<file path="config.mk">
export PLATFORM = sky130hd
export DESIGN_NAME = tmr_timer_top
export DESIGN_NICKNAME = d
export VERILOG_FILES = /design/src/core/tmr_timer_top.v /design/src/core/tmr_prescaler.v
export VERILOG_INCLUDE_DIRS = /design/src /design/src/core
export SDC_FILE = /design/constraint.sdc
export NUM_CORES = 1
export LEC_CHECK = 0
export BUFFER_PORTS_ARGS = -buffer_cell sky130_fd_sc_hd__buf_2
export CAP_MARGIN = 40
export CELL_PAD_IN_SITES_DETAIL_PLACEMENT = 1
export CELL_PAD_IN_SITES_GLOBAL_PLACEMENT = 1
export CORE_ASPECT_RATIO = 2
export CORE_MARGIN = 5
export CORE_UTILIZATION = 34
export CTS_CLUSTER_SIZE = 8
export DETAILED_ROUTE_END_ITERATION = 16
export GPL_TIMING_DRIVEN = 0
export PLACE_DENSITY = 0.86
export SLEW_MARGIN = 20
export SYNTH_ARGS = -nofsm -noshare
export SYNTH_HDL_FRONTEND = slang
export SYNTH_SLANG_ARGS = --single-unit
</file>
<file path="constraint.sdc">
create_clock -name i_clock -period 2.07 [get_ports i_clock]
set_input_delay 0 -clock i_clock [delete_from_list [all_inputs] [get_ports i_clock]]
set_output_delay 0 -clock i_clock [all_outputs]
set_load 0.02 [all_outputs]
</file>
<file path="src/core/tmr_defs.vh">
// Register offsets, field positions and reset values of the timer block.
`ifndef TMR_DEFS_VH
`define TMR_DEFS_VH
// Register indices; the bus byte address is four times the index.
`define TMR_IDX_CTRL 8'h00
`define TMR_IDX_T8LO 8'h04
`define TMR_IDX_T8HI 8'h05
`define TMR_IDX_T16LO 8'h06
`define TMR_IDX_T16HI 8'h07
`define TMR_IDX_STAT 8'h08
`define TMR_IDX_OUTS 8'h09
// Control field positions.
`define TMR_RUN_BIT 7
`define TMR_ONESHOT_BIT 6
`define TMR_TOUT_BIT 5
`define TMR_PRE_HI 4
`define TMR_PRE_LO 3
`define TMR_CAPMSK_BIT 2
`define TMR_TOMSK_BIT 1
`define TMR_ROUTE_BIT 0
// Reset values.
`define TMR_RST_BYTE 8'h00
`define TMR_RST_WORD 16'h0000
`define TMR_RST_PRE 3'h0
// AXI responses.
`define TMR_RESP_OK 2'h0
`define TMR_RESP_SLVERR 2'h2
`endif

</file>
<file path="src/core/tmr_timer_top.v">
// Eight-bit timer control, reload hold registers and AXI4-Lite slave.
`timescale 1ns/100ps
module tmr_timer_top (
   input wire i_clock,
   input wire i_sys_rst,
   input wire i_smr,
   input wire i_long_start,
   input wire i_capture_event,
   input wire i_port_data,
   input wire [31:0] s_axi_awaddr,
   input wire s_axi_awvalid,
   output reg s_axi_awready,
   input wire [31:0] s_axi_wdata,
   input wire [3:0] s_axi_wstrb,
   input wire s_axi_wvalid,
   output reg s_axi_wready,
   output reg [1:0] s_axi_bresp,
   output reg s_axi_bvalid,
   input wire s_axi_bready,
   input wire [31:0] s_axi_araddr,
   input wire s_axi_arvalid,
   output reg s_axi_arready,
   output reg [31:0] s_axi_rdata,
   output reg [1:0] s_axi_rresp,
   output reg s_axi_rvalid,
   input wire s_axi_rready,
   output reg o_eight_bit_timer_output,
   output reg o_port3_pin4,
   output reg o_timeout_irq,
   output reg o_capture_irq,
   output reg o_long_load,
   output reg [15:0] o_long_reload
);
`include "tmr_defs.vh"

////////////////////////////////////////////////////////////////////////////
// Registers.
reg [7:0] ctrl_r;
reg [7:0] short_low_count_r;
reg [7:0] short_high_count_r;
reg [7:0] long_reload_lower_r;
reg [7:0] long_reload_upper_r;
// Down counter state of the eight-bit timer.
reg [7:0] count_r;
reg loaded_r;
reg tc_r;
reg smr_s1_r;
reg smr_s2_r;
reg cap_s1_r;
reg cap_s2_r;
reg cap_d_r;
reg start_s1_r;
reg start_s2_r;
reg start_d_r;
reg port_s1_r;
reg port_s2_r;
// Write address index and data, held until both halves are in.
reg [7:0] aw_idx_r;
reg aw_have_r;
reg [31:0] wdata_r;
reg [3:0] wstrb_r;
reg w_have_r;
wire tick;
wire wr_go;
wire wr_ctrl;
wire tc_now;
wire [7:0] reload_val;

////////////////////////////////////////////////////////////////////////////
// Each pin passes two flip-flops before any logic looks at it; the third
// stage of the capture and start paths keeps the previous level so that
// only a rising edge produces a pulse.
always @(posedge i_clock) begin
   if (i_sys_rst) begin
      smr_s1_r <= 1'b0;
      smr_s2_r <= 1'b0;
      cap_s1_r <= 1'b0;
      cap_s2_r <= 1'b0;
      cap_d_r <= 1'b0;
      start_s1_r <= 1'b0;
      start_s2_r <= 1'b0;
      start_d_r <= 1'b0;
      port_s1_r <= 1'b0;
      port_s2_r <= 1'b0;
   end else begin
      smr_s1_r <= i_smr;
      smr_s2_r <= smr_s1_r;
      cap_s1_r <= i_capture_event;
      cap_s2_r <= cap_s1_r;
      cap_d_r <= cap_s2_r;
      start_s1_r <= i_long_start;
      start_s2_r <= start_s1_r;
      start_d_r <= start_s2_r;
      port_s1_r <= i_port_data;
      port_s2_r <= port_s1_r;
   end
end

////////////////////////////////////////////////////////////////////////////
// AXI4-Lite write path: address and data taken in either order.
// A write completes only once both halves are held and no answer is
// waiting, so a second write cannot overrun an unacknowledged response.
assign wr_go = aw_have_r && w_have_r && !s_axi_bvalid;
assign wr_ctrl = wr_go && (aw_idx_r == `TMR_IDX_CTRL) && wstrb_r[0];

// Write channel acceptance and response.
always @(posedge i_clock) begin
   if (i_sys_rst) begin
      s_axi_awready <= 1'b0;
      s_axi_wready <= 1'b0;
      s_axi_bvalid <= 1'b0;
      s_axi_bresp <= `TMR_RESP_OK;
      aw_have_r <= 1'b0;
      w_have_r <= 1'b0;
      aw_idx_r <= `TMR_RST_BYTE;
      wdata_r <= 32'h00000000;
      wstrb_r <= 4'h0;
   end else begin
      // Readies stay low from each hand-over until the write completes, and while
      // a response is still waiting for its acknowledge.
      s_axi_awready <= !aw_have_r && !s_axi_awready && !s_axi_bvalid;
      s_axi_wready <= !w_have_r && !s_axi_wready && !s_axi_bvalid;
      if (s_axi_awvalid && s_axi_awready) begin
         aw_have_r <= 1'b1;
         s_axi_awready <= 1'b0;
         aw_idx_r <= s_axi_awaddr[9:2];
      end
      if (s_axi_wvalid && s_axi_wready) begin
         w_have_r <= 1'b1;
         s_axi_wready <= 1'b0;
         wdata_r <= s_axi_wdata;
         wstrb_r <= s_axi_wstrb;
      end
      if (wr_go) begin
         aw_have_r <= 1'b0;
         w_have_r <= 1'b0;
         s_axi_bvalid <= 1'b1;
         // Index gaps between the control and the hold registers answer
         // with an error and leave every register untouched.
         s_axi_bresp <= (aw_idx_r <= `TMR_IDX_OUTS &&
            (aw_idx_r == `TMR_IDX_CTRL || aw_idx_r >= `TMR_IDX_T8LO)) ?
            `TMR_RESP_OK : `TMR_RESP_SLVERR;
      end else if (s_axi_bvalid && s_axi_bready) begin
         s_axi_bvalid <= 1'b0;
      end
   end
end

////////////////////////////////////////////////////////////////////////////
// Hold registers and control fields.
// hold survive recovery
// Only an ordinary reset clears them; stop-mode recovery is ignored here.
always @(posedge i_clock) begin
   if (i_sys_rst) begin
      short_low_count_r <= `TMR_RST_BYTE;
      short_high_count_r <= `TMR_RST_BYTE;
      long_reload_lower_r <= `TMR_RST_BYTE;
      long_reload_upper_r <= `TMR_RST_BYTE;
   end else if (wr_go && wstrb_r[0]) begin
      if (aw_idx_r == `TMR_IDX_T8LO)
         short_low_count_r <= wdata_r[7:0];
      if (aw_idx_r == `TMR_IDX_T8HI)
         short_high_count_r <= wdata_r[7:0];
      if (aw_idx_r == `TMR_IDX_T16LO)
         long_reload_lower_r <= wdata_r[7:0];
      if (aw_idx_r == `TMR_IDX_T16HI)
         long_reload_upper_r <= wdata_r[7:0];
   end
end

// Control register; recovery clears run, mode and route but not others.
// Time-out is cleared only by writing one to it, so a read-modify-write
// that returns a set flag would wipe it; the flag itself is never touched
// by stop-mode recovery.
always @(posedge i_clock) begin
   if (i_sys_rst) begin
      ctrl_r <= `TMR_RST_BYTE;
   end else begin
      if (smr_s2_r) begin
         ctrl_r[`TMR_RUN_BIT] <= 1'b0;
         ctrl_r[`TMR_ONESHOT_BIT] <= 1'b0;
         ctrl_r[`TMR_ROUTE_BIT] <= 1'b0;
      end else if (wr_ctrl) begin
         ctrl_r[`TMR_RUN_BIT] <= wdata_r[`TMR_RUN_BIT];
         ctrl_r[`TMR_ONESHOT_BIT] <= wdata_r[`TMR_ONESHOT_BIT];
         ctrl_r[`TMR_PRE_HI:`TMR_PRE_LO] <= wdata_r[`TMR_PRE_HI:`TMR_PRE_LO];
         ctrl_r[`TMR_CAPMSK_BIT] <= wdata_r[`TMR_CAPMSK_BIT];
         ctrl_r[`TMR_TOMSK_BIT] <= wdata_r[`TMR_TOMSK_BIT];
         ctrl_r[`TMR_ROUTE_BIT] <= wdata_r[`TMR_ROUTE_BIT];
      end
      if (tc_now && ctrl_r[`TMR_ONESHOT_BIT] && !wr_ctrl)
         ctrl_r[`TMR_RUN_BIT] <= 1'b0;
      // write one clears
      // A terminal count in the clearing cycle wins over the clear.
      if (tc_now)
         ctrl_r[`TMR_TOUT_BIT] <= 1'b1;
      else if (wr_ctrl && wdata_r[`TMR_TOUT_BIT])
         ctrl_r[`TMR_TOUT_BIT] <= 1'b0;
   end
end

////////////////////////////////////////////////////////////////////////////
// Eight-bit down counter.
// The prescaler restarts whenever the run bit drops, so each start
// begins with a full divide period.
tmr_prescaler u_pre (
   .i_clock(i_clock),
   .i_sys_rst(i_sys_rst),
   .i_run(ctrl_r[`TMR_RUN_BIT]),
   .i_sel(ctrl_r[`TMR_PRE_HI:`TMR_PRE_LO]),
   .o_tick(tick)
);

// load per level
// The next phase uses the hold for the level the output is about to take.
assign reload_val = o_eight_bit_timer_output ? short_low_count_r :
   short_high_count_r;
// terminal at one
// A loaded value of zero or one ends the phase at the first tick, so a
// phase always lasts at least one tick.
assign tc_now = ctrl_r[`TMR_RUN_BIT] && loaded_r && tick &&
   (count_r <= 8'h01);

// Count down on each tick; output toggles at every terminal count.
// Stopping the timer keeps the count and the output level; the next start
// reloads from the hold that matches the level left behind.
always @(posedge i_clock) begin
   if (i_sys_rst) begin
      count_r <= `TMR_RST_BYTE;
      loaded_r <= 1'b0;
      tc_r <= 1'b0;
      o_eight_bit_timer_output <= 1'b0;
   end else begin
      tc_r <= tc_now;
      if (!ctrl_r[`TMR_RUN_BIT]) begin
         loaded_r <= 1'b0;
      end else if (!loaded_r) begin
         loaded_r <= 1'b1;
         count_r <= o_eight_bit_timer_output ? short_high_count_r :
            short_low_count_r;
      end else if (tc_now) begin
         count_r <= reload_val;
         o_eight_bit_timer_output <= !o_eight_bit_timer_output;
      end else if (tick) begin
         count_r <= count_r - 8'h01;
      end
   end
end

////////////////////////////////////////////////////////////////////////////
// Outputs: pin routing, gated interrupts and long timer reload.
// With the route bit clear the pin follows the port value through the synchroniser, so a change
// on the port appears on the pin three clocks later.
always @(posedge i_clock) begin
   if (i_sys_rst) begin
      o_port3_pin4 <= 1'b0;
      o_timeout_irq <= 1'b0;
      o_capture_irq <= 1'b0;
      o_long_load <= 1'b0;
      o_long_reload <= `TMR_RST_WORD;
   end else begin
      o_port3_pin4 <= ctrl_r[`TMR_ROUTE_BIT] ? o_eight_bit_timer_output :
         port_s2_r;
      o_timeout_irq <= tc_r && ctrl_r[`TMR_TOMSK_BIT];
      o_capture_irq <= cap_s2_r && !cap_d_r && ctrl_r[`TMR_CAPMSK_BIT];
      o_long_load <= start_s2_r && !start_d_r;
      o_long_reload <= {long_reload_upper_r, long_reload_lower_r};
   end
end

////////////////////////////////////////////////////////////////////////////
// AXI4-Lite read path; one read at a time.
// The address is decoded at the hand-over edge and the answer stands in
// the read data register until the master takes it.
always @(posedge i_clock) begin
   if (i_sys_rst) begin
      s_axi_arready <= 1'b0;
      s_axi_rvalid <= 1'b0;
      s_axi_rdata <= 32'h00000000;
      s_axi_rresp <= `TMR_RESP_OK;
   end else begin
      s_axi_arready <= !s_axi_rvalid && !s_axi_arready;
      if (s_axi_arvalid && s_axi_arready) begin
         s_axi_arready <= 1'b0;
         s_axi_rvalid <= 1'b1;
         s_axi_rresp <= `TMR_RESP_OK;
         case (s_axi_araddr[9:2])
            `TMR_IDX_CTRL: s_axi_rdata <= {24'h000000, ctrl_r};
            `TMR_IDX_T8LO: s_axi_rdata <= {24'h000000, short_low_count_r};
            `TMR_IDX_T8HI: s_axi_rdata <= {24'h000000, short_high_count_r};
            `TMR_IDX_T16LO: s_axi_rdata <= {24'h000000, long_reload_lower_r};
            `TMR_IDX_T16HI: s_axi_rdata <= {24'h000000, long_reload_upper_r};
            `TMR_IDX_STAT: s_axi_rdata <= {24'h000000, count_r};
            `TMR_IDX_OUTS: s_axi_rdata <= {31'h00000000,
               o_eight_bit_timer_output};
            default: begin
               s_axi_rdata <= 32'h00000000;
               s_axi_rresp <= `TMR_RESP_SLVERR;
            end
         endcase
      end else if (s_axi_rvalid && s_axi_rready) begin
         s_axi_rvalid <= 1'b0;
      end
   end
end
endmodule // tmr_timer_top

</file>
<file path="src/core/tmr_prescaler.v">
// Clock prescaler producing a one-cycle tick at the selected divide ratio.
`timescale 1ns/100ps
module tmr_prescaler (
   input wire i_clock,
   input wire i_sys_rst,
   input wire i_run,
   input wire [1:0] i_sel,
   output reg o_tick
);
`include "tmr_defs.vh"
reg [2:0] div_r;
reg [2:0] mask;

// Divide mask: sysclk, /2, /4, /8.
always @* begin
   case (i_sel)
      2'h0: mask = 3'h0;
      2'h1: mask = 3'h1;
      2'h2: mask = 3'h3;
      default: mask = 3'h7;
   endcase
end

// Free divider held in reset while stopped so the first tick is aligned.
always @(posedge i_clock) begin
   if (i_sys_rst || !i_run) begin
      div_r <= `TMR_RST_PRE;
      o_tick <= 1'b0;
   end else begin
      div_r <= div_r + 3'h1;
      o_tick <= ((div_r & mask) == mask);
   end
end
endmodule // tmr_prescaler

</file>
==> metrics.md, run 1 <==
| Metric | Value |
|---|---|
| Area inside the core boundary | 14800 µm² |
| Y dimension of the die | 184 µm |
| Most frequent cells after synthesis | sky130_fd_sc_hd__dfxtp_1 (119), sky130_fd_sc_hd__mux2i_1 (42), sky130_fd_sc_hd__nand2_1 (39), sky130_fd_sc_hd__a21oi_1 (34), sky130_fd_sc_hd__nand2b_1 (34) |
| Power per Cell Area | 858 nW/µm² |
| Max-capacitance violation count | 0 |
| Upper clock frequency limit | 0.459 GHz |
| Largest net degree at the start of global routing | 17 |
| Number of nets with antenna violations after routing | 0 |
| Worst IR drop on VDD | between 0.7 and 0.8 mV |
| Area enclosed by the die boundary | 17800 µm² |
| Combinational family with the most area after synthesis | simple AND/OR/NAND/NOR gates |
| Net count reported at finish | 802 |
| GR Layer Usage met2 | 0.400 |
| Cell accounting for the most synthesized area | sky130_fd_sc_hd__dfxtp_1 |
| Clock skew | around 0.0085 ns |
| Overall global routing resource usage | 0.203 |
| Port Buffers | 67 |
| Die width | 97.0 µm |
| Number of enable-type register cells in the synthesized netlist | 0 |
| Number of instances in the synthesized netlist | 546 |
| Source of the critical timing path | count_r[3]$_SDFFE_PP0P_ |
| Fraction of layout cells with a size suffix above 1 | 0.218 |
| Vias after detailed routing | between 4000 and 5000 |
| Outcome | finished, violations left |
| Post-synth cell types | 54 |
| Post-DR vias/cell | around 5.1 |
| Multiplexer share of the synthesized area | 0.115 |
| Number of antenna cells inserted | 0 |
| Final critical-path share of the clock period | 1.05 |
| Number of iterations in the first detailed-routing pass | 4 |
| Detailed Place HPWL | 12600 µm |
| Critical path start-end classification | reg -> reg |
| Violated checks | negative setup slack |
| Proportion of netlist area held by the largest area contributor | 0.463 |
| Buf+Inv Stages, Crit Path | 1 |
| Met1 usage | 0.173 |
| H-Tree Level Count | 4 |
| Setup crit end kind | register |
| Final setup viols | 2 |
| Final Max Tran Viols | 0 |
| Root Buffer | sky130_fd_sc_hd__clkbuf_16 |
| Routed WL | 17800 µm |
| Endpoint required time on the critical path | between 2 and 2.5 ns |
| DR WL/cell | 19.9 µm |
| Total of warnings raised by yosys | 0 |
| Clock period minus final worst setup slack | 2.18 ns |
| Sequential element share of the synthesized area | 0.463 |
| Smallest hold slack | about 0.017 ns |
| Cell Chain, Critical Path | or4_4, or4_4, buf_6, or4_1, o221ai_1 |
| Transition at the pin with the smallest max-transition slack | 0.726 ns |
| Overall power | between 5 and 6 mW |
| Final routed DRC violation total | 0 |
| Number of storage elements in the synthesis netlist | between 100 and 150 |
| Tightest Hold Check Type | in -> reg |
| Number of sinks handled by clock tree synthesis | roughly 120 |
| Area of the mapped netlist | roughly 5100 µm² |
| Lkg Pwr | 2.90 nW |
| Num rows | between 60 and 70 |
| Commonest register cell after synthesis | sky130_fd_sc_hd__dfxtp_1 |
| Syn Area/Cell | 9.42 µm² |
| Boundary pin count | 173 |
| Clock tree buffer depth | 2 |
| Final Hold Viols | 0 |
| Startpoint class of the critical path | register |
| Min-Delay Startpoint | s_axi_awvalid |
| Setup ws final | -0.109 ns |
| Slowest stage cell, crit path | sky130_fd_sc_hd__or4_4 |
| Arrival @ worst endpoint | 2.51 ns |
| Cell family with the largest share of critical-path delay | simple AND/OR/NAND/NOR gates |
| Relative area change from synthesis to final layout | 31.5% |
| Vias in the first global route | 5172 |
| Cell type with the highest occurrence count on the critical path | sky130_fd_sc_hd__or4_4 |
| First-pass GRT wire length | 27900 µm |
| Ranking of synthesized cells by area | sky130_fd_sc_hd__dfxtp_1 (46%), sky130_fd_sc_hd__mux2i_1 (8.2%), sky130_fd_sc_hd__nand2b_1 (4.1%), sky130_fd_sc_hd__buf_4 (4.1%), sky130_fd_sc_hd__a21oi_1 (3.3%) |
| Number of buffers created by CTS | 17 |
| Utilization after layout | 0.456 |
| Reg-to-reg startpoint | count_r[3]$_SDFFE_PP0P_ |
| Global placer's final weighted congestion | around 0.94 |
| Max-slew headroom | 0.516 |
| TritonCTS clock tree | yes |
| Simple-gate share of the synthesized area | 0.204 |
| Share of synthesized cell area in full adder, half adder and majority cells | 0.00730 |
| Violation count after the first detailed-route iteration | 177 |
| CP max stage delay | 0.54 ns |
| Remaining Overflow, GRT | 0 |
| Clock Pin Slew Worst Setup and Hold Paths | 0.06 ns |
| Count leader, synth | sky130_fd_sc_hd__dfxtp_1 |
| Busiest layer in global routing | met2 |
| Share of flip-flops with an asynchronous set or reset | 0 |
| Number of antenna violations at the first check in global routing | 0 |
| Largest driver fanout on the critical path | 10 |
| Met3 Track Usage GR | 0.0441 |
| Starting density of the core | 0.347 |
| Post-synthesis share of cell area spent on xor and xnor gates | 0.0102 |
| Post-synthesis compound-gate area fraction | 0.118 |
| Unrepaired setup endpoints after global routing | yes |
| Skew-Pair Late Insertion Delay | about 0.43 ns |
[registers in the layout, summed over array words and instances (netlist names), 3 cells and up]
register,count
long_reload_lower_r,8
ctrl_r,8
short_low_count_r,8
wdata_r,8
s_axi_rdata,8
count_r,8
o_long_reload,16
long_reload_upper_r,8
short_high_count_r,8
aw_idx_r,8
u_pre.div_r,3
[layout make-up]
class	instances	area [µm²]
plain buffers	54	325
clock buffers	20	457
clock inverters	12	151
fillers	1767	8060
inverters	26	97.6
multi-input cells	372	2470
flip-flops and latches	119	2390
well taps	195	244
repair buffers	98	631
[cells by family (layout without fill, tap and decap cells)]
kind of cell             Yosys count  after routing
multiplexers                      51             51
flip-flops                       119            119
AND/OR/NAND/NOR                  187            187
other                              1             26
XOR/XNOR                           6              6
adder cells (fa/ha/maj)            3              3
AO/OA/AOI/OAI                     99             99
buffers and inverters             80            210
[worst reg2reg max path, delay by kind of cell (launching register included)]
kind | cells | cell delay, ns
AO/OA/AOI/OAI | 1 | 0.10
flip-flops | 1 | 0.37
AND/OR/NAND/NOR | 3 | 1.46
buffers and inverters | 1 | 0.17
[worst paths after layout]
path	to	slack, ns	cells after the start
worst max-delay path	count_r[5]$_SDFFE_PP0P_	-0.11	5
worst max register to register	count_r[5]$_SDFFE_PP0P_	-0.11	5
worst min-delay path	aw_idx_r[7]$_SDFFE_PP0P_	0.02	3
worst min register to register	o_long_load$_SDFF_PP0_	0.39	1
[routing by layer]
| metal | wire length, µm | share of wire | vias to the layer above |
|---|---|---|---|
| li1 | - | - | 2142 |
| met1 | 5830 | 0.33 | 2255 |
| met2 | 10100 | 0.57 | 150 |
| met3 | 628 | 0.035 | 60 |
| met4 | 1270 | 0.071 | 0 |
| met5 | 0 | 0 | - |
[power by group]
part,internal (mW),leakage [nW],switching (mW)
Combinational,0.168,1.66,0.232
Sequential,2.33,0.964,0.0301
Clock,1.95,0.284,1.10
Total,4.44,2.90,1.36
[metrics by stage]
stage	cells	TNS [ns]	setup slack, ns	cell area [µm²]
floorplan	571	0	0.0271	5240
finish	896	-0.119	-0.109	6760
global route	896	-0.143	-0.121	6760
global placement	833	-2.33	-0.265	5820
detailed placement	835	-0.668	-0.253	5830
CTS	895	-0.121	-0.106	6750
[cells in the final DEF (no fill, tap or decap), drive strengths merged, types with 3 or more instances in the layout]
master / n
xnor2: 4
mux2: 3
nor4: 5
and2: 6
ha: 3
dlygate4sd3: 27
or4: 5
and3: 4
mux2i: 42
dfxtp: 119
nor2b: 20
inv: 26
nor2: 16
a32oi: 3
nand3: 18
nor3b: 4
conb: 26
a211oi: 4
buf: 101
a22oi: 5
clkbuf: 44
o31ai: 4
nand3b: 17
a21oi: 34
clkinv: 4
clkinvlp: 5
o21ai: 28
bufinv: 3
nand2b: 34
o221ai: 3
nand2: 39
nor3: 10
mux4: 6
[timing repair]
item                                    CTS  global route
hold buffers                             27             0
cloned                                    0             0
pin swaps                                 1             0
buffers inserted                          1             0
endpoints found under the hold margin    24             0
endpoints found under the setup margin    8             5
resized for setup                         7             2
Power figures use the tool's default switching activity.
==> run 2, diff against run 1 <==
Settings changed: CORE_UTILIZATION 34 to 33, PLACE_DENSITY 0.86 to 0.84, SYNTH_HIERARCHICAL set to 1.
==> run 2 against run 1 <==
  * Total power grew 1.3%
  * Area after synthesis is 0.66% lower
  * Synthesized cell count up 2.0%
  * Critical endpoint is now count_r[0]$_SDFFE_PP0P_
  * Die area is 2.2% higher
  * Combinational power decreased by 8.0%
  * Clock skew up 0.0019 ns
  * Via count up 0.41%
  * Routed wire length rose by 3.3%
  * Design area rose by 0.70%
  * The run now ends clean
  * Sequential cell count unchanged
  * Non-clock buffer count increased by 3
==> metrics.md, run 2 <==
| Metric | Value |
|---|---|
| Outcome | finished, final reports clean |
| Flip-flop and latch area | about 2400 µm² |
| Arrival @ worst endpoint | 2.31 ns |
| Endpoint required time on the critical path | 2.38 ns |
| Cell Chain, Critical Path | or4_4, nor4_4, buf_4, mux2i_1, nor2_1, a2111oi_2 |
| Final Hold Viols | 0 |
| Number of flip-flops under the largest register name | 16 |
| Starting density of the core | 0.334 |
| Vias in the first global route | 5219 |
| Clock period minus final worst setup slack | 2.00 ns |
| Transition at the pin with the smallest max-transition slack | 0.863 ns |
| Min-Delay Startpoint | s_axi_awvalid |
| Number of sinks handled by clock tree synthesis | 119 |
| Lkg Pwr | 2.83 nW |
| Smallest hold slack | 0.0352 ns |
| Terminus of the critical flop-to-flop path | count_r[0]$_SDFFE_PP0P_ |
| Area of combinational cells with multiple inputs | around 2500 µm² |
| Met3 Track Usage GR | 0.0525 |
| First-pass GRT wire length | around 28000 µm |
| Share of flip-flops with an asynchronous set or reset | 0 |
| Placed instance count | 848 |
| Non-filler cells in the finished layout | just over 900 |
| Syn Area/Cell | 9.17 µm² |
| Number of instances in the synthesized netlist | 557 |
| Number of nets with antenna violations after routing | 0 |
| Worst setup slack for register-to-register paths | ~0.07 ns |
| Number of buffers created by CTS | 17 |
| Number of antenna violations at the first check in global routing | 0 |
| Number of enable-type register cells in the synthesized netlist | 0 |
| Die width | 98.0 µm |
| Boundary pin count | ~170 |
| Ranking of synthesized cells by area | sky130_fd_sc_hd__dfxtp_1 (47%), sky130_fd_sc_hd__mux2i_1 (11%), sky130_fd_sc_hd__nor2_1 (4.4%), sky130_fd_sc_hd__nor2b_1 (4.3%), sky130_fd_sc_hd__nand2_1 (4.0%) |
| CP max stage delay | ~0.56 ns |
| Final routed DRC violation total | 0 |
| Slowest stage cell, crit path | sky130_fd_sc_hd__or4_4 |
| Critical path start-end classification | reg -> reg |
| Total of warnings raised by yosys | 6 |
| Relative area change from synthesis to final layout | 33.3% |
| Largest net degree at the start of global routing | 17 |
| Clock skew | 0.0104 ns |
| Final-layout fill cell count | 1766 |
| Clock tree buffer depth | 2 |
| Post-DR vias/cell | 5.08 |
| Skew-Pair Late Insertion Delay | roughly 0.43 ns |
| Root Buffer | sky130_fd_sc_hd__clkbuf_16 |
| Net count reported at finish | 815 |
| Most frequent standard cell in the layout excluding fill and tap cells | sky130_fd_sc_hd__dfxtp_1 |
| Setup crit end kind | register |
| Global placer's final weighted congestion | between 0.8 and 0.9 |
| Max-slew headroom | 0.425 |
| Area of the mapped netlist | approximately 5100 µm² |
| Unrepaired setup endpoints after global routing | yes |
| Post-synth cell types | 52 |
| TritonCTS clock tree | yes |
| Routed WL | 18400 µm |
| Max-capacitance violation count | 0 |
| Final setup viols | 0 |
| H-Tree Level Count | 4 |
| Clock Pin Slew Worst Setup and Hold Paths | 0.06 ns |
| Busiest layer in global routing | met2 |
| Number of antenna cells inserted | 0 |
| Number of storage elements in the synthesis netlist | 119 |
| Upper clock frequency limit | between 0.4 and 0.5 GHz |
| Depth of the worst register-to-register path | 6 |
| Top library cells by usage in the layout, fill and taps aside | sky130_fd_sc_hd__dfxtp_1 (115), sky130_fd_sc_hd__buf_2 (76), sky130_fd_sc_hd__nor2_1 (59) |
| Cell accounting for the most synthesized area | sky130_fd_sc_hd__dfxtp_1 |
| Power per Cell Area | 863 nW/µm² |
| Count leader, synth | sky130_fd_sc_hd__dfxtp_1 |
| DR WL/cell | roughly 20 µm |
| Most frequent cells after synthesis | sky130_fd_sc_hd__dfxtp_1 (119), sky130_fd_sc_hd__nor2_1 (60), sky130_fd_sc_hd__mux2i_1 (56), sky130_fd_sc_hd__nand2_1 (55), sky130_fd_sc_hd__a21oi_1 (39) |
| Number of iterations in the first detailed-routing pass | 4 |
| Utilization after layout | 0.445 |
| Reg-to-reg startpoint | count_r[3]$_SDFFE_PP0P_ |
| Largest driver fanout on the critical path | 5 |
| Overall global routing resource usage | 0.208 |
| Worst IR drop on VDD | slightly above 0.6 mV |
| Detailed Place HPWL | approximately 13000 µm |
| Startpoint class of the critical path | register |
| Placement Setup Slack | -0.206 ns |
| Source of the critical timing path | count_r[3]$_SDFFE_PP0P_ |
| Final critical-path share of the clock period | 0.967 |
| Biggest register | o_long_reload |
| Area enclosed by the die boundary | 18200 µm² |
| Worst setup endpoint | count_r[0]$_SDFFE_PP0P_ |
| Final Max Tran Viols | 0 |
| Fraction of layout cells with a size suffix above 1 | 0.244 |
| Proportion of netlist area held by the largest area contributor | 0.466 |
| Setup ws final | 0.0681 ns |
| Tightest Hold Check Type | in -> reg |
| Sequential element share of the synthesized area | 0.466 |
| Commonest register cell after synthesis | sky130_fd_sc_hd__dfxtp_1 |
| Area inside the core boundary | 15300 µm² |
| Vias after detailed routing | 4626 |
| GR Layer Usage met2 | 0.394 |
| Port Buffers | 68 |
| Y dimension of the die | 186 µm |
| Violation count after the first detailed-route iteration | between 200 and 250 |
| Remaining Overflow, GRT | 0 |
| Num rows | 64 |
| Met1 usage | 0.175 |
run 2: report_power, final:
| group | switching, mW | internal (mW) |
|---|---|---|
| combinational | 0.220 | 0.147 |
| sequential | 0.0477 | 2.33 |
| clock | 1.10 | 2.04 |
run 2: final cells by class:
type	instances	share of cell area
Tap cell	198	0.0364
Inverter	9	0.00496
Sequential cell	119	0.351
Clock inverter	12	0.0259
Multi-Input combinational cell	399	0.371
Timing Repair Buffer	102	0.0988
Buffer	53	0.0461
Clock buffer	19	0.0650
run 2: stage by stage:
| step | setup TNS (ns) | total power [mW] | cell area [µm²] |
|---|---|---|---|
| floorplan | 0 | 2.62 | 5200 |
| global placement | -0.149 | 2.73 | 5790 |
| detailed placement | -0.346 | 2.73 | 5790 |
| CTS | 0 | 5.89 | 6740 |
| global route | -0.0621 | 6.05 | 6810 |
| finish | 0 | 5.88 | 6810 |
run 2: worst min-delay path by stage:
| stage | endpoint | slack [ns] | depth (start not counted) |
|---|---|---|---|
| 6_report | aw_idx_r[6]$_SDFFE_PP0P_ | 0.04 | 3 |
| 5_1_grt | aw_idx_r[5]$_SDFFE_PP0P_ | 0.07 | 3 |
| 4_1_cts | aw_idx_r[6]$_SDFFE_PP0P_ | 0.008 | 3 |
| 3_5_place_dp | port_s1_r$_SDFF_PP0_ | 0.22 | 2 |
| 3_3_place_gp | start_s1_r$_SDFF_PP0_ | 0.21 | 2 |
| 2_1_floorplan | start_d_r$_SDFF_PP0_ | 0.08 | 1 |
run 2: per-layer routing:
layer / vias up / routed length, µm
met4: 0 / 1500
met3: 86 / 809
met5: - / 0
met2: 160 / 10100
met1: 2229 / 5940
li1: 2151 / -
run 2: worst max-delay path, delay by kind of cell (launching register included):
family | cells | cell delay, ns
buf+inv | 1 | 0.17
simple gates | 3 | 0.92
compound gates | 1 | 0.22
flops | 1 | 0.36
mux | 1 | 0.21
run 2: timing repair:
| action | CTS | global route |
|---|---|---|
| buffers inserted | 5 | 3 |
| hold endpoints to repair | 26 | 0 |
| hold buffers | 26 | 0 |
| gates resized for setup | 10 | 13 |
| endpoints found under the setup margin | 19 | 13 |
| pin swaps | 4 | 5 |
run 2: kinds of logic after synthesis:
| group | Yosys count | synth area share |
|---|---|---|
| AND/OR/NAND/NOR | 204 | 0.196 |
| AO/OA/AOI/OAI | 91 | 0.107 |
| buffers and inverters | 64 | 0.0695 |
| flip-flops | 119 | 0.466 |
| adder cells (fa/ha/maj) | 3 | 0.00735 |
| XOR/XNOR | 6 | 0.0103 |
| multiplexers | 69 | 0.143 |
| other | 1 | 0.000734 |
==> run 3, diff against run 2 <==
Settings changed: CTS_BUF_LIST set to sky130_fd_sc_hd__clkbuf_16.
==> run 3 against run 2 <==
  * Critical path depth did not move
  * Global-route usage fell by 0.26 points
  * Clock power fell by 1%
  * Via count rose by 0.22%
  * Setup slack got worse by 0.011 ns
  * Routed wire length fell by 0.32%
  * Design area fell by 0.44%
  * Non-clock buffer count fell by 1
  * Final cell count fell by 0.11%
  * Sequential power barely moved
  * Total power fell by 0.79%
  * Clock-buffer cell count fell by 2
==> metrics.md, run 3 (synthesis gave the netlist of run 2 again) <==
| Metric | Value |
|---|---|
| Outcome | finished, final reports clean |
| Number of flip-flops under the largest register name | 16 |
| Largest net degree at the start of global routing | 17 |
| Final setup viols | 0 |
| Top library cells by usage in the layout, fill and taps aside | sky130_fd_sc_hd__dfxtp_1 (115), sky130_fd_sc_hd__buf_2 (75), sky130_fd_sc_hd__nor2_1 (60) |
| Final Hold Viols | 0 |
| Unrepaired setup endpoints after global routing | yes |
| Cell Chain, Critical Path | or4_4, nor4_4, buf_4, mux2i_1, nor2_1, a2111oi_2 |
| Port Buffers | just under 70 |
| Terminus of the critical flop-to-flop path | count_r[0]$_SDFFE_PP0P_ |
| Number of antenna violations at the first check in global routing | 0 |
| Number of antenna cells inserted | 0 |
| Clock Pin Slew Worst Setup and Hold Paths | 0.06 ns |
| Placement Setup Slack | -0.206 ns |
| Depth of the worst register-to-register path | 6 |
| Area of combinational cells with multiple inputs | around 2500 µm² |
| Number of sinks handled by clock tree synthesis | between 100 and 150 |
| Min-Delay Startpoint | s_axi_awvalid |
| Area inside the core boundary | 15300 µm² |
| Buf+Inv Stages, Crit Path | 1 |
| Critical path start-end classification | reg -> reg |
| Vias after detailed routing | 4636 |
| Slowest stage cell, crit path | sky130_fd_sc_hd__or4_4 |
| Final critical-path share of the clock period | 0.972 |
| Reg-to-reg startpoint | count_r[3]$_SDFFE_PP0P_ |
| Area enclosed by the die boundary | 18200 µm² |
| Skew-Pair Late Insertion Delay | 0.43 ns |
| TritonCTS clock tree | yes |
| Cell family with the largest share of critical-path delay | simple AND/OR/NAND/NOR gates |
| Remaining Overflow, GRT | 0 |
| Die width | 98.0 µm |
| Largest driver fanout on the critical path | 6 |
| Number of iterations in the first detailed-routing pass | 4 |
| Max-capacitance violation count | 0 |
| Clock tree buffer depth | 2 |
| Power per Cell Area | ~860 nW/µm² |
| Relative area change from synthesis to final layout | 32.7% |
| Vias in the first global route | 5282 |
| Final Max Tran Viols | 0 |
| Fraction of layout cells with a size suffix above 1 | 0.239 |
| Starting density of the core | 0.334 |
| Setup ws final | between 0.05 and 0.06 ns |
| Most frequent standard cell in the layout excluding fill and tap cells | sky130_fd_sc_hd__dfxtp_1 |
| Startpoint class of the critical path | register |
| Number of buffers created by CTS | 17 |
| Post-DR vias/cell | 5.09 |
| Final-layout fill cell count | 1769 |
| Detailed Place HPWL | 12500 µm |
| Num rows | 64 |
| Biggest register | o_long_reload |
| Global placer's final weighted congestion | 0.884 |
| Clock period minus final worst setup slack | between 2 and 2.5 ns |
| Arrival @ worst endpoint | 2.32 ns |
| Destination of the worst hold path | aw_idx_r[6]$_SDFFE_PP0P_ |
| Transition at the pin with the smallest max-transition slack | 0.841 ns |
| Boundary pin count | between 150 and 200 |
| Cell depth of the worst min-delay path | 3 |
| Y dimension of the die | around 190 µm |
| Overall power | slightly below 6 mW |
| Upper clock frequency limit | ~0.50 GHz |
| First-pass GRT wire length | between 20000 and 30000 µm |
| Number of nets with antenna violations after routing | 0 |
| Net count reported at finish | 814 |
| Flip-flop and latch area | 2390 µm² |
| Routed WL | 18300 µm |
| Tightest Hold Check Type | in -> reg |
| Max-slew headroom | 0.440 |
| CP max stage delay | ~0.56 ns |
| Root Buffer | sky130_fd_sc_hd__clkbuf_16 |
| Endpoint required time on the critical path | 2.37 ns |
| DR WL/cell | 20.1 µm |
| Overall global routing resource usage | 0.206 |
| Violation count after the first detailed-route iteration | about 220 |
| Clock skew | 0.0154 ns |
| Setup crit end kind | register |
| Worst IR drop on VDD | 0.611 mV |
| Final routed DRC violation total | 0 |
| Worst setup slack for register-to-register paths | 0.06 ns |
| Lkg Pwr | between 2 and 3 nW |
| H-Tree Level Count | 4 |
run 3: through the flow:
step	std cells	area, µm²	utilization	TNS, ns	hold slack (ns)
CTS	904	6680	0.437	0	0.00909
detailed placement	848	5790	0.379	-0.346	0.224
global route	910	6780	0.443	-0.0946	0.0785
finish	910	6780	0.443	0	0.0467
floorplan	582	5200	-	0	0.0791
global placement	848	5790	0.379	-0.149	0.211
run 3: worst max path at each step:
stage | start | endpoint | slack [ns] | cells after the start
floorplan | count_r[2]$_SDFFE_PP0P_ | count_r[1]$_SDFFE_PP0P_ | 0.05 | 6
global placement | count_r[2]$_SDFFE_PP0P_ | count_r[1]$_SDFFE_PP0P_ | -0.15 | 6
detailed placement | count_r[2]$_SDFFE_PP0P_ | count_r[1]$_SDFFE_PP0P_ | -0.21 | 6
CTS | s_axi_bvalid$_SDFFE_PP0P_ | short_high_count_r[2]$_SDFFE_PP0P_ | 0.006 | 6
global route | count_r[3]$_SDFFE_PP0P_ | count_r[0]$_SDFFE_PP0P_ | -0.07 | 6
finish | count_r[3]$_SDFFE_PP0P_ | count_r[0]$_SDFFE_PP0P_ | 0.06 | 6
run 3: layout make-up:
class,count,share of cell area
multi-input cells,399,0.369
clock buffers,17,0.0627
plain buffers,53,0.0467
inverters,9,0.00498
clock inverters,14,0.0271
flip-flops and latches,119,0.352
repair buffers,101,0.100
well taps,198,0.0365
run 3: timing repair:
action                                  in CTS  in global routing
endpoints found under the setup margin      27                 16
setup buffers                                1                  5
gates cloned                                 0                  1
pin swaps                                    2                  6
hold buffers                                26                  0
gates resized for setup                      4                 15
hold endpoints to repair                    26                  0
run 3: power by group:
part           switching, mW  internal (mW)  total (mW)
clock network           1.09           1.99        3.09
registers             0.0483           2.33        2.38
logic                  0.217          0.147       0.364
run 3: metal layers:
| metal | share of wire | vias to the layer above | GRT usage |
|---|---|---|---|
| li1 | - | 2165 | - |
| met1 | 0.32 | 2192 | 0.177 |
| met2 | 0.55 | 196 | 0.389 |
| met3 | 0.044 | 83 | 0.0499 |
| met4 | 0.080 | 0 | 0.174 |
| met5 | 0 | - | 0 |
run 3: worst reg2reg max path: cells and delay by family, from the launching register on:
family / cells / cell delay, ns
AND/OR/NAND/NOR: 3 / 0.94
multiplexers: 1 / 0.21
flip-flops: 1 / 0.36
AO/OA/AOI/OAI: 1 / 0.22
buffers and inverters: 1 / 0.17
